==> config.mk <==
export PLATFORM = sky130hd
export DESIGN_NAME = sles_lane_status
export DESIGN_NICKNAME = d
export VERILOG_FILES = /design/src/sles_pkg.sv /design/src/sles_cnt_if.sv /design/src/sles_lane_status.sv /design/src/sles_err_cnt.sv /design/src/sles_irq_ctrl.sv
export SDC_FILE = /design/constraint.sdc
export NUM_CORES = 1
export LEC_CHECK = 0
export BUFFER_PORTS_ARGS = -buffer_cell sky130_fd_sc_hd__buf_4
export CAP_MARGIN = 15
export CORE_MARGIN = 2
export CORE_UTILIZATION = 40
export DETAILED_ROUTE_END_ITERATION = 12
export GPL_TIMING_DRIVEN = 0
export PLACE_DENSITY = 0.62
export SLEW_MARGIN = 20
export SYNTH_ARGS = -nofsm -noshare
export SYNTH_HDL_FRONTEND = slang
export SYNTH_SLANG_ARGS = --single-unit
==> constraint.sdc <==
create_clock -name mclk -period 1.8 [get_ports mclk]
set_input_delay 0.36 -clock mclk [delete_from_list [all_inputs] [get_ports mclk]]
set_output_delay 0.36 -clock mclk [all_outputs]
set_load 0.03 [all_outputs]
==> src/sles_pkg.sv <==
// Constants, register map and state types for the serial lane error status block.
// Assumes a 32-bit APB slave with word registers at four times their index.
package sles_pkg;

  // Lane counts and widths
  localparam int unsigned SLES_LANES        = 8;
  localparam int unsigned SLES_DESKEW_LANES = 4;
  localparam int unsigned SLES_CNT_W        = 8;
  localparam int unsigned SLES_IDX_W        = 14;
  localparam int unsigned SLES_ADDR_W       = 16;
  localparam int unsigned SLES_IRQ_W        = 3;

  // Register indices; byte address is four times the index
  localparam logic [SLES_IDX_W-1:0] SLES_IDX_ALIGN    = 14'h046c;
  localparam logic [SLES_IDX_W-1:0] SLES_IDX_DISP     = 14'h046d;
  localparam logic [SLES_IDX_W-1:0] SLES_IDX_INVC     = 14'h046e;
  localparam logic [SLES_IDX_W-1:0] SLES_IDX_THRESH   = 14'h0480;
  localparam logic [SLES_IDX_W-1:0] SLES_IDX_CTRL     = 14'h0481;
  localparam logic [SLES_IDX_W-1:0] SLES_IDX_IRQ_STAT = 14'h0482;
  localparam logic [SLES_IDX_W-1:0] SLES_IDX_IRQ_MASK = 14'h0483;

  localparam logic [SLES_ADDR_W-1:0] SLES_ADDR_ALIGN    = {SLES_IDX_ALIGN, 2'h0};
  localparam logic [SLES_ADDR_W-1:0] SLES_ADDR_DISP     = {SLES_IDX_DISP, 2'h0};
  localparam logic [SLES_ADDR_W-1:0] SLES_ADDR_INVC     = {SLES_IDX_INVC, 2'h0};
  localparam logic [SLES_ADDR_W-1:0] SLES_ADDR_THRESH   = {SLES_IDX_THRESH, 2'h0};
  localparam logic [SLES_ADDR_W-1:0] SLES_ADDR_CTRL     = {SLES_IDX_CTRL, 2'h0};
  localparam logic [SLES_ADDR_W-1:0] SLES_ADDR_IRQ_STAT = {SLES_IDX_IRQ_STAT, 2'h0};
  localparam logic [SLES_ADDR_W-1:0] SLES_ADDR_IRQ_MASK = {SLES_IDX_IRQ_MASK, 2'h0};

  // Reset values and field positions
  localparam logic [7:0]            SLES_THRESH_RST = 8'h08;
  localparam logic [SLES_CNT_W-1:0] SLES_CNT_MAX    = 8'hff;
  localparam int unsigned           SLES_CTRL_SKIP  = 0;
  localparam int unsigned           SLES_IRQ_DISP   = 0;
  localparam int unsigned           SLES_IRQ_INVC   = 1;
  localparam int unsigned           SLES_IRQ_ALIGN  = 2;

  // Alignment status byte, lanes 7 to 4 read as zero
  typedef struct packed {
    logic [3:0] unused_hi;
    logic       lane3_aligned;
    logic       lane2_aligned;
    logic       lane1_aligned;
    logic       lane0_aligned;
  } sles_align_s;

  typedef enum logic {
    SLES_APB_IDLE,
    SLES_APB_ANSWER
  } sles_apb_e;

endpackage : sles_pkg

==> src/sles_cnt_if.sv <==
// Carrier between the status top and one bank of per-lane error counters.
// Assumes all signals live in the mclk domain.
`timescale 1ns/1ps
`default_nettype none
interface sles_cnt_if;
  logic [sles_pkg::SLES_LANES-1:0] err_hit;
  logic [7:0]                      thresh;
  logic [sles_pkg::SLES_LANES-1:0] flags;

  modport src (output err_hit, output thresh, input flags);
  modport cnt (input err_hit, input thresh, output flags);
endinterface : sles_cnt_if
`default_nettype wire

==> src/sles_lane_status.sv <==
// Serial lane error status: deskew status, per-lane error flags and APB registers.
// Assumes lane inputs are synchronous to mclk and error hits are one-cycle pulses.
//
// The APB register port was chosen for this implementation.
`timescale 1ns/1ps
`default_nettype none
module sles_lane_status (
  // Clock and reset
  input  wire logic                                   mclk,
  input  wire logic                                   srst,
  // APB slave
  input  wire logic [sles_pkg::SLES_ADDR_W-1:0]       paddr,
  input  wire logic                                   psel,
  input  wire logic                                   penable,
  input  wire logic                                   pwrite,
  input  wire logic [31:0]                            pwdata,
  input  wire logic [3:0]                             pstrb,
  output logic      [31:0]                            prdata,
  output logic                                        pready,
  output logic                                        pslverr,
  // Lane receiver status
  input  wire logic [sles_pkg::SLES_DESKEW_LANES-1:0] lane_deskew_done,
  input  wire logic [sles_pkg::SLES_LANES-1:0]        lane_disparity_hit,
  input  wire logic [sles_pkg::SLES_LANES-1:0]        lane_invalid_code_hit,
  // Control and interrupt
  output logic                                        skip_alignment_sequence,
  output logic                                        irq
);

  typedef struct packed {
    sles_pkg::sles_apb_e               apb_st;
    logic                              pready;
    logic                              pslverr;
    logic [31:0]                       prdata;
    logic [7:0]                        thresh;
    logic                              skip;
    sles_pkg::sles_align_s             align;
    logic [sles_pkg::SLES_LANES-1:0]   disp_prev;
    logic [sles_pkg::SLES_LANES-1:0]   invc_prev;
  } sles_top_s;

  sles_top_s state_ff;
  sles_top_s nxt_state;

  // Counter banks
  sles_cnt_if disp_bank ();
  sles_cnt_if invc_bank ();

  logic [sles_pkg::SLES_IRQ_W-1:0] irq_event;
  logic [sles_pkg::SLES_IRQ_W-1:0] irq_status;
  logic [sles_pkg::SLES_IRQ_W-1:0] irq_mask;
  logic                            irq_clr_we;
  logic                            irq_mask_we;
  logic                            wr_commit;
  logic                            access_first;
  logic                            addr_mapped;
  logic [31:0]                     rd_mux;
  logic [3:0]                      align_now;
  logic [3:0]                      align_old;

  assign disp_bank.err_hit = lane_disparity_hit;
  assign disp_bank.thresh  = state_ff.thresh;
  assign invc_bank.err_hit = lane_invalid_code_hit;
  assign invc_bank.thresh  = state_ff.thresh;

  sles_err_cnt u_disp_cnt (
    .mclk (mclk),
    .srst (srst),
    .bank (disp_bank.cnt)
  );

  sles_err_cnt u_invc_cnt (
    .mclk (mclk),
    .srst (srst),
    .bank (invc_bank.cnt)
  );

  // A read-only word is accepted on write and ignored; only holes in the map error out
  always_comb begin
    addr_mapped = 1'b1;
    rd_mux      = 32'h0000_0000;
    case (paddr)
      sles_pkg::SLES_ADDR_ALIGN: begin
        rd_mux[7:0] = state_ff.align;
      end
      sles_pkg::SLES_ADDR_DISP: begin
        rd_mux[7:0] = disp_bank.flags;
      end
      sles_pkg::SLES_ADDR_INVC: begin
        rd_mux[7:0] = invc_bank.flags;
      end
      sles_pkg::SLES_ADDR_THRESH: begin
        rd_mux[7:0] = state_ff.thresh;
      end
      sles_pkg::SLES_ADDR_CTRL: begin
        rd_mux[sles_pkg::SLES_CTRL_SKIP] = state_ff.skip;
      end
      sles_pkg::SLES_ADDR_IRQ_STAT: begin
        rd_mux[sles_pkg::SLES_IRQ_W-1:0] = irq_status;
      end
      sles_pkg::SLES_ADDR_IRQ_MASK: begin
        rd_mux[sles_pkg::SLES_IRQ_W-1:0] = irq_mask;
      end
      default: begin
        addr_mapped = 1'b0;
      end
    endcase
  end

  assign access_first = psel && penable && (state_ff.apb_st == sles_pkg::SLES_APB_IDLE);
  // Writes land on the edge where the master samples pready high
  assign wr_commit    = psel && penable && pwrite && pstrb[0] && addr_mapped
                        && (state_ff.apb_st == sles_pkg::SLES_APB_ANSWER);
  assign irq_clr_we   = wr_commit && (paddr == sles_pkg::SLES_ADDR_IRQ_STAT);
  assign irq_mask_we  = wr_commit && (paddr == sles_pkg::SLES_ADDR_IRQ_MASK);

  assign align_now = lane_deskew_done;
  assign align_old = {state_ff.align.lane3_aligned, state_ff.align.lane2_aligned,
                      state_ff.align.lane1_aligned, state_ff.align.lane0_aligned};

  // Events: a flag newly raised, or an aligned lane dropping out
  always_comb begin
    irq_event = '0;
    irq_event[sles_pkg::SLES_IRQ_DISP] = |(disp_bank.flags & ~state_ff.disp_prev);
    irq_event[sles_pkg::SLES_IRQ_INVC] = |(invc_bank.flags & ~state_ff.invc_prev);
    // Deskew status means nothing without the alignment sequence, so no event then
    irq_event[sles_pkg::SLES_IRQ_ALIGN] = !state_ff.skip && |(align_old & ~align_now);
  end

  sles_irq_ctrl u_irq (
    .mclk      (mclk),
    .srst      (srst),
    .event_hit (irq_event),
    .clr_we    (irq_clr_we),
    .mask_we   (irq_mask_we),
    .wdata     (pwdata[sles_pkg::SLES_IRQ_W-1:0]),
    .status    (irq_status),
    .mask      (irq_mask),
    .irq       (irq)
  );

  always_comb begin
    nxt_state = state_ff;
    nxt_state.align.unused_hi     = 4'h0;
    nxt_state.align.lane3_aligned = align_now[3];
    nxt_state.align.lane2_aligned = align_now[2];
    nxt_state.align.lane1_aligned = align_now[1];
    nxt_state.align.lane0_aligned = align_now[0];
    nxt_state.disp_prev = disp_bank.flags;
    nxt_state.invc_prev = invc_bank.flags;
    case (state_ff.apb_st)
      sles_pkg::SLES_APB_IDLE: begin
        // One wait state buys a registered read path
        if (access_first) begin
          nxt_state.apb_st  = sles_pkg::SLES_APB_ANSWER;
          nxt_state.pready  = 1'b1;
          nxt_state.pslverr = !addr_mapped;
          nxt_state.prdata  = pwrite ? 32'h0000_0000 : rd_mux;
        end
      end
      sles_pkg::SLES_APB_ANSWER: begin
        nxt_state.apb_st  = sles_pkg::SLES_APB_IDLE;
        nxt_state.pready  = 1'b0;
        nxt_state.pslverr = 1'b0;
        if (wr_commit && (paddr == sles_pkg::SLES_ADDR_THRESH)) begin
          nxt_state.thresh = pwdata[7:0];
        end
        if (wr_commit && (paddr == sles_pkg::SLES_ADDR_CTRL)) begin
          nxt_state.skip = pwdata[sles_pkg::SLES_CTRL_SKIP];
        end
      end
      default: begin
        nxt_state.apb_st = sles_pkg::SLES_APB_IDLE;
        nxt_state.pready = 1'b0;
      end
    endcase
  end

  always_ff @(posedge mclk) begin
    if (srst) begin
      state_ff        <= '0;
      state_ff.thresh <= sles_pkg::SLES_THRESH_RST;
    end else begin
      state_ff <= nxt_state;
    end
  end

  assign prdata                  = state_ff.prdata;
  assign pready                  = state_ff.pready;
  assign pslverr                 = state_ff.pslverr;
  assign skip_alignment_sequence = state_ff.skip;
endmodule : sles_lane_status
`default_nettype wire

==> src/sles_err_cnt.sv <==
// Per-lane saturating error counters with threshold compare for one error type.
// Assumes one-cycle error pulses per lane, synchronous to mclk.
`timescale 1ns/1ps
`default_nettype none
module sles_err_cnt (
  // Clock and reset
  input  wire logic mclk,
  input  wire logic srst,
  // Counter bank
  sles_cnt_if.cnt   bank
);

  typedef struct packed {
    logic [sles_pkg::SLES_LANES-1:0][sles_pkg::SLES_CNT_W-1:0] cnt;
    logic [sles_pkg::SLES_LANES-1:0]                           flag;
  } sles_cnt_s;

  sles_cnt_s state_ff;
  sles_cnt_s nxt_state;

  always_comb begin
    nxt_state = state_ff;
    for (int i = 0; i < int'(sles_pkg::SLES_LANES); i++) begin
      // Saturate so a noisy lane cannot wrap back under the threshold
      if (bank.err_hit[i] && (state_ff.cnt[i] != sles_pkg::SLES_CNT_MAX)) begin
        nxt_state.cnt[i] = state_ff.cnt[i] + 8'h01;
      end
      nxt_state.flag[i] = (state_ff.cnt[i] >= bank.thresh);
    end
  end

  always_ff @(posedge mclk) begin
    if (srst) begin
      state_ff <= '0;
    end else begin
      state_ff <= nxt_state;
    end
  end

  assign bank.flags = state_ff.flag;
endmodule : sles_err_cnt
`default_nettype wire

==> src/sles_irq_ctrl.sv <==
// Sticky event status with write-one-to-clear, mask, and one level interrupt.
// Assumes event pulses and write strobes are synchronous to mclk.
`timescale 1ns/1ps
`default_nettype none
module sles_irq_ctrl (
  // Clock and reset
  input  wire logic                              mclk,
  input  wire logic                              srst,
  // Events and register writes
  input  wire logic [sles_pkg::SLES_IRQ_W-1:0]   event_hit,
  input  wire logic                              clr_we,
  input  wire logic                              mask_we,
  input  wire logic [sles_pkg::SLES_IRQ_W-1:0]   wdata,
  // State
  output logic      [sles_pkg::SLES_IRQ_W-1:0]   status,
  output logic      [sles_pkg::SLES_IRQ_W-1:0]   mask,
  output logic                                   irq
);

  typedef struct packed {
    logic [sles_pkg::SLES_IRQ_W-1:0] status;
    logic [sles_pkg::SLES_IRQ_W-1:0] mask;
    logic                            irq;
  } sles_irq_s;

  sles_irq_s state_ff;
  sles_irq_s nxt_state;

  always_comb begin
    nxt_state = state_ff;
    // Set after clear, so an event in the clearing cycle survives
    if (clr_we) begin
      nxt_state.status = state_ff.status & ~wdata;
    end
    nxt_state.status = nxt_state.status | event_hit;
    if (mask_we) begin
      nxt_state.mask = wdata;
    end
    nxt_state.irq = |(state_ff.status & state_ff.mask);
  end

  always_ff @(posedge mclk) begin
    if (srst) begin
      state_ff <= '0;
    end else begin
      state_ff <= nxt_state;
    end
  end

  assign status = state_ff.status;
  assign mask   = state_ff.mask;
  assign irq    = state_ff.irq;
endmodule : sles_irq_ctrl
`default_nettype wire

==> results.md, run 1 <==
* Status: completed
* RSZ-0062 raised after global routing: true
* Mean Syn Cell Area at 8.88 sq um
* Synth Warn # at 0
* I/O Buffers at 60
* Hold buffers post-CTS at 0
* CTS root buf: clkbuf_16
* Slew Viols, Final at 0
* Antenna Nets Post-Route at 0
* Detail Placement HPWL at 18000 um
* Share of power burned in registers at 47.5%
* NumNets Final at 1569
* Worst Tran Pin Value at 0.846 ns
* Rel. slew slack at 43.5%
* Final cell count without fillers at 1702
* Synth Register Bits at 191
* Clock share of power at 43.8%
* Seq/Total Area, Yosys at 34.9%
* Async set or reset register ratio after synthesis at 0%
* Fin crit share at 97.8%
* GR Layer Usage met2 at between 30% and 40%
* Setup-failing EPs final at 0
* ANT cells at 0
* DRT Wirelength at 26700 um
* Post-synth top flop: dfxtp_1
* Placed cells at approximately 1700
* Post-synth EDFFs at 0
* Latest clock arrival within the worst-skew pair at 0.44 ns
* Share of cells above drive strength 1 at between 10 and 15%
* Starting Density at between 40% and 50%
* Total CTS buffers at 17
* PwrDens at roughly 700 nW/um^2
* Post-DR vias/cell at 5.23
* Die Width at 169 um
* CTS H-tree depth at 4
* Post-synth top cells: dfxtp_1, nor2_1, ha_1
* Synth Cell Area at 10900 sq um
* Pin count of the biggest net entering global routing at 19
* Syn Inst Count at 1232
* Sw Share at about a quarter
* Filler cell count at 2564
* Area Growth Syn to Fin at 18.3%
* Overall power at 9.27 mW
* Total gr overflow at 0
* Met3 usage in global routing at 2.85%
* Share of Yosys cell area claimed by the top area cell type at 34.9%
* Fin crit period at about 1.8 ns
* Pint at 6.90 mW
* Total number of vias at a little under 9000
* CP Capture Type: flop
* Worst-path maximum fanout at 10
* CTS Buffer Depth at 2
* Fmax at about 0.57 GHz
* GRT met1 Usage at 25.7%
* Placement row count at 60
* Clk sinks at 191
* Critical path arrival at 2.08 ns
* Logic pwr share at 8.7%
* CP Launch Type: flop
* First-pass detailed-route iteration total at 5
* Largest cells by area after synthesis: dfxtp_1, ha_1, xnor2_1
* Peak supply drop at between 0.6 and 0.7 mV
* First-pass GRT wire length at 43100 um
* Die Y-Extent at ~170 um
* Drt drc at 0
* Reg clk slew, reported paths at 0.08 ns
* Area leader, netlist: dfxtp_1
* Min-Delay Path Class: in -> reg
* Count leader, synth: dfxtp_1
* CTS tree: yes
* Initial antenna violation count at 0
* Final Worst Setup Slack at 0.0389 ns
* GRT Total Usage at 18.8%
* Leakage at between 5 and 6 nW
* Avg WL per Cell at 15.7 um
* Max_cap viols at 0
* Worst hold slack at 0.132 ns
* Setup CP Type: reg -> reg
* DP Worst Slack at -0.454 ns
* Number of top-level pins at about 110
* Netlist cell types at 58
* Final Hold Vio Count at 0
* Vias in the first global route at 8427
* Die area at 28700 sq um
* Drt initial violations at 460
* P_sw at 2.36 mW
* Gr busiest metal: met2
* RePlAce Congestion at 0.851
* Core area at 26900 sq um
* Req. time, crit path at 2.12 ns
* Clock Skew at between 0.01 and 0.015 ns
## power by group through the flow
stage               clock, mW  sequential [mW]  combinational (mW)
floorplan                   0             4.48               0.533
global placement            0             4.50               0.761
detailed placement          0             4.50               0.777
CTS                      4.14             4.40               0.791
global route             4.32             4.42               0.914
finish                   4.05             4.40               0.810
## registers in the layout, indices dropped and copies added, names as in the netlist, 3 cells and up
name                   cells
u_invc_cnt.state_ff       64
u_disp_cnt.state_ff       64
u_invc_cnt.bank.flags      8
u_irq.mask                 3
disp_bank.thresh           8
prdata                     8
state_ff                  17
align_old                  4
u_disp_cnt.bank.flags      8
u_irq.status               3
## timing repair
item / CTS / global route
gates resized for setup: 12 / 52
buffers inserted: 15 / 1
endpoints found under the setup margin: 29 / 84
pin swaps: 0 / 7
cloned: 0 / 0
## layout by cell type (no fill, tap or decap), types with 7 or more instances in the layout
cell type / netlist / final
nor2b_1: 15 / 15
clkbuf_16: 0 / 17
a22oi_1: 7 / 7
buf_12: 0 / 7
clkinvlp_4: 0 / 9
o21ai_1: 7 / 21
a21oi_1: 34 / 34
dfxtp_1: 191 / 186
buf_1: 7 / 7
nand2b_1: 18 / 18
nor2_1: 149 / 149
mux2i_1: 26 / 26
a211oi_1: 34 / 17
nand2_1: 77 / 77
o21ai_0: 45 / 28
clkbuf_1: 19 / 16
xnor2_1: 65 / 65
buf_4: 32 / 98
nand4_1: 28 / 28
or3_1: 16 / 16
nand3_1: 44 / 43
nor3_1: 35 / 34
a211oi_2: 0 / 17
o211a_1: 17 / 17
xor2_1: 25 / 25
ha_1: 144 / 142
conb_1: 1 / 24
o2111ai_1: 16 / 16
inv_1: 68 / 61
a21o_1: 32 / 32
## final timing paths
kind | from | end | slack [ns] | cells past startpoint
worst max register to register | disp_bank.thresh[5] | u_invc_cnt.bank.flags[7] | 0.04 | 7
worst min register to register | prdata[6] | prdata[6] | 0.45 | 2
worst min-delay path | lane_invalid_code_hit[3] | u_invc_cnt.state_ff[39] | 0.13 | 2
worst max-delay path | disp_bank.thresh[5] | u_invc_cnt.bank.flags[7] | 0.04 | 7
## metal layers
metal  vias to the layer above  part of all wire (%)
met1                      4090                    49
li1                       4586                     -
met5                         -                     0
met2                       199                    44
met4                         0                   2.5
met3                        33                   4.5
## stage by stage
| stage | cell area, sq um | TNS, ns | utilization (%) |
|---|---|---|---|
| 4_1_cts | 12800 | 0 | 47.5 |
| 3_3_place_gp | 11900 | -35.20 | 44.3 |
| 2_1_floorplan | 11000 | -0.124 | - |
| 3_5_place_dp | 11900 | -32.96 | 44.3 |
| 5_1_grt | 12900 | -0.115 | 48.2 |
| 6_report | 12900 | 0 | 48.2 |
## final cells by class
cell class                 instances  area, sq um  share of cell area, %
multi-input combinational        936         6760                   52.2
tap                              341          427                   3.30
clock inverter                    15          199                   1.54
timing repair buffer              76          673                   5.20
clock buffer                      17          425                   3.29
buffer                            57          343                   2.65
inverter                          69          285                   2.20
sequential                       191         3830                   29.6
## worst max-delay path, cell delays in order (launching register included)
cell and delay, ns:
dfxtp_4 0.37, clkinvlp_4 0.12, buf_12 0.17, ha_1 0.31, a21o_1 0.20, a211oi_2 0.22
o21ai_1 0.11, o211a_1 0.15
## cells by family after synthesis
| kind of cell | share of synthesized area, % |
|---|---|
| simple gates | 18.2 |
| buf+inv | 5.56 |
| flops | 34.9 |
| other cells | 0.0343 |
| compound gates | 15.2 |
| mux | 2.38 |
| xor+xnor | 7.20 |
| fa+ha+maj | 16.5 |
Note: power is estimated with default switching activity, not from simulation.
==> inputs of run 2 (changes only) <==
- CORE_UTILIZATION: 40 -> 49
- PLACE_DENSITY: 0.62 -> 0.73
==> run 2 against run 1 <==
Compared with the run above:
- count of clock-buffer cells in the layout increased by 2
- sequential power about the same
- combinational power about the same
- power increased by 0.23%
- sequential share of layout area about the same
- register-to-register slack about the same
- cell count decreased by 3.5%
- critical path type unchanged
- largest cell class unchanged
- largest power group unchanged
==> results.md, run 2 (synthesis results as in run 1) <==
* Reg clk slew, reported paths at 0.07 ns (about the same)
* Delay-heaviest family, CP: compound AO/OA/AOI/OAI gates
* RePlAce Congestion at 0.919 (+8.0%)
* Critical path buffers and inverters at 2 (unchanged)
* Antenna Nets Post-Route at 0 (unchanged)
* Final setup TNS at 0 ns (unchanged)
* Vias in the first global route at 8678 (+3.0%)
* Layout Utilization at 59.1% (+11 points)
* Clock Skew at 0.00716 ns (-0.00495 ns)
* Worst-path maximum fanout at 11 (+1)
* CTS root buf: clkbuf_16
* Setup-failing EPs final at 0 (unchanged)
* Setup CP Type: reg -> reg
* Die area at 23500 sq um (-18%)
* Drt drc at 0 (unchanged)
* Fin crit share at 98.1% (+0.30 points)
* Final Hold Vio Count at 0 (unchanged)
* Biggest regs: u_disp_cnt.state_ff (64), u_invc_cnt.state_ff (64), state_ff (17)
* Die Width at 153 um (-9.4%)
* Clk sinks at 191 (unchanged)
* NumNets Final at 1571 (+0.13%)
* CP Launch Type: flop
* Worst r2r src: disp_bank.thresh[5]
* Area Growth Syn to Fin at 18.3% (about the same)
* Filler cell count at 1908 (-26%)
* CTS Buffer Depth at 2 (unchanged)
* Peak supply drop at 0.537 mV (-16%)
* First-pass detailed-route iteration total at 4 (-1)
* Total number of vias at 9185 (+3.1%)
* Total gr overflow at 0 (unchanged)
* Hold_sp: lane_invalid_code_hit[3]
* CTS tree: yes
* Worst reg2reg path endpoint: u_invc_cnt.bank.flags[7]
* Most common cell after layout, fill and taps aside: dfxtp_1
* Max incr delay on CP at 0.37 ns (about the same)
* Req. time, crit path at 2.12 ns (about the same)
* Total CTS buffers at 17 (unchanged)
* Critical path's slowest cell: dfxtp_4
* RSZ-0062 raised after global routing: true
* Final instance area at 12900 sq um (about the same)
* Leakage at 5.24 nW (+0.23%)
* Post-DR vias/cell at 5.59 (+6.9%)
* DRT Wirelength at 26700 um (-0.28%)
* GRT Total Usage at 22.1% (+3.3 points)
* Die Y-Extent at 153 um (-9.4%)
* Status: completed
* Slew Viols, Final at 0 (unchanged)
* Critical path arrival at 2.09 ns (about the same)
* Core area at 21900 sq um (-19%)
* Min-Delay Path Class: in -> reg
* Placed cells at 1595 (-3.7%)
* Initial antenna violation count at 0 (unchanged)
* Worst path cell trace: clkinvlp_4 -> buf_12 -> ha_1 -> a21o_1 -> a211oi_1 -> o21ai_1 -> o211a_1
* Detail Placement HPWL at 17800 um (-1.0%)
* Drt initial violations at 497 (+8.0%)
* First-pass GRT wire length at 42700 um (-1.0%)
* Number of top-level pins at 113 (unchanged)
* Placement row count at 54 (-10%)
* Avg WL per Cell at 16.2 um (+3.4%)
* PwrDens at 718 nW/um^2 (+0.22%)
* Fmax at 0.566 GHz (-0.30%)
* Rel. slew slack at 43.7% (+0.20 points)
* Overall power at 9.29 mW (+0.23%)
* Share of cells above drive strength 1 at 14.5% (+0.65 points)
* I/O Buffers at 60 (unchanged)
* Max_cap viols at 0 (unchanged)
* Hold Path Stages at 2 (unchanged)
* Fin crit period at 1.77 ns (+0.00532 ns)
* Worst Tran Pin Value at 0.845 ns (-0.00121 ns)
* Reg2Reg Depth at 7 (unchanged)
* Reg2reg setup slack at 0.03 ns (about the same)
* Most frequent cells in the layout: dfxtp_1, nor2_1, ha_1, buf_4, nand2_1
* Placed cell areas at 11800 sq um (-0.65%)
* Latest clock arrival within the worst-skew pair at 0.43 ns (about the same)
* Pin count of the biggest net entering global routing at 18 (-1)
* Final cell count without fillers at 1642 (-3.5%)
* CP Capture Type: flop
* Starting Density at 50.0% (+9.3 points)
* Hold Crit Endpoint: u_invc_cnt.state_ff[39]
* CTS H-tree depth at 4 (unchanged)
* ANT cells at 0 (unchanged)
run 2: worst max-delay path by stage:
stage | startpoint | end | slack [ns] | cells after the start
floorplan | paddr[8] | disp_bank.thresh[0] | -0.02 | 6
global route | u_invc_cnt.state_ff[64] | u_invc_cnt.bank.flags[7] | -0.04 | 7
detailed placement | disp_bank.thresh[0] | u_disp_cnt.bank.flags[5] | -0.68 | 6
finish | disp_bank.thresh[5] | u_invc_cnt.bank.flags[7] | 0.03 | 7
CTS | disp_bank.thresh[7] | u_disp_cnt.bank.flags[3] | -0.03 | 5
global placement | disp_bank.thresh[0] | u_invc_cnt.bank.flags[5] | -0.62 | 6
run 2: per-layer routing:
metal / routed length (um) / track usage (%) / up-vias
met1: 12300 / 29.1 / 4333
met4: 460 / 6.03 / 0
met2: 12500 / 37.1 / 238
met3: 1450 / 4.45 / 33
met5: 0 / 0 / -
li1: - / - / 4581
run 2: timing repair:
action / 4_1_cts / 5_1_grt
setup buffers: 13 / 4
pin swaps: 0 / 6
hold buffers: 0 / 0
gates resized for setup: 14 / 60
cloned: 0 / 1
setup endpoints to repair: 36 / 53
run 2: area by class of cell:
class	count	area [sq um]	share of cell area, %
well taps	280	350	2.71
multi-input cells	936	6810	52.6
repair buffers	78	682	5.27
inverters	69	285	2.20
flip-flops and latches	191	3840	29.7
plain buffers	57	342	2.64
clock inverters	12	184	1.42
clock buffers	19	453	3.50
run 2: stage by stage:
stage	hold slack [ns]	setup WS [ns]
finish	0.154	0.0336
CTS	0.132	-0.0345
global placement	0.437	-0.622
detailed placement	0.446	-0.684
floorplan	0.426	-0.0182
global route	0.140	-0.0409
run 2: power breakdown:
part           leakage (nW)  switching [mW]  internal (mW)
Sequential             1.55          0.0929           4.31
Combinational          3.39           0.455          0.352
Clock                 0.300            1.67           2.41
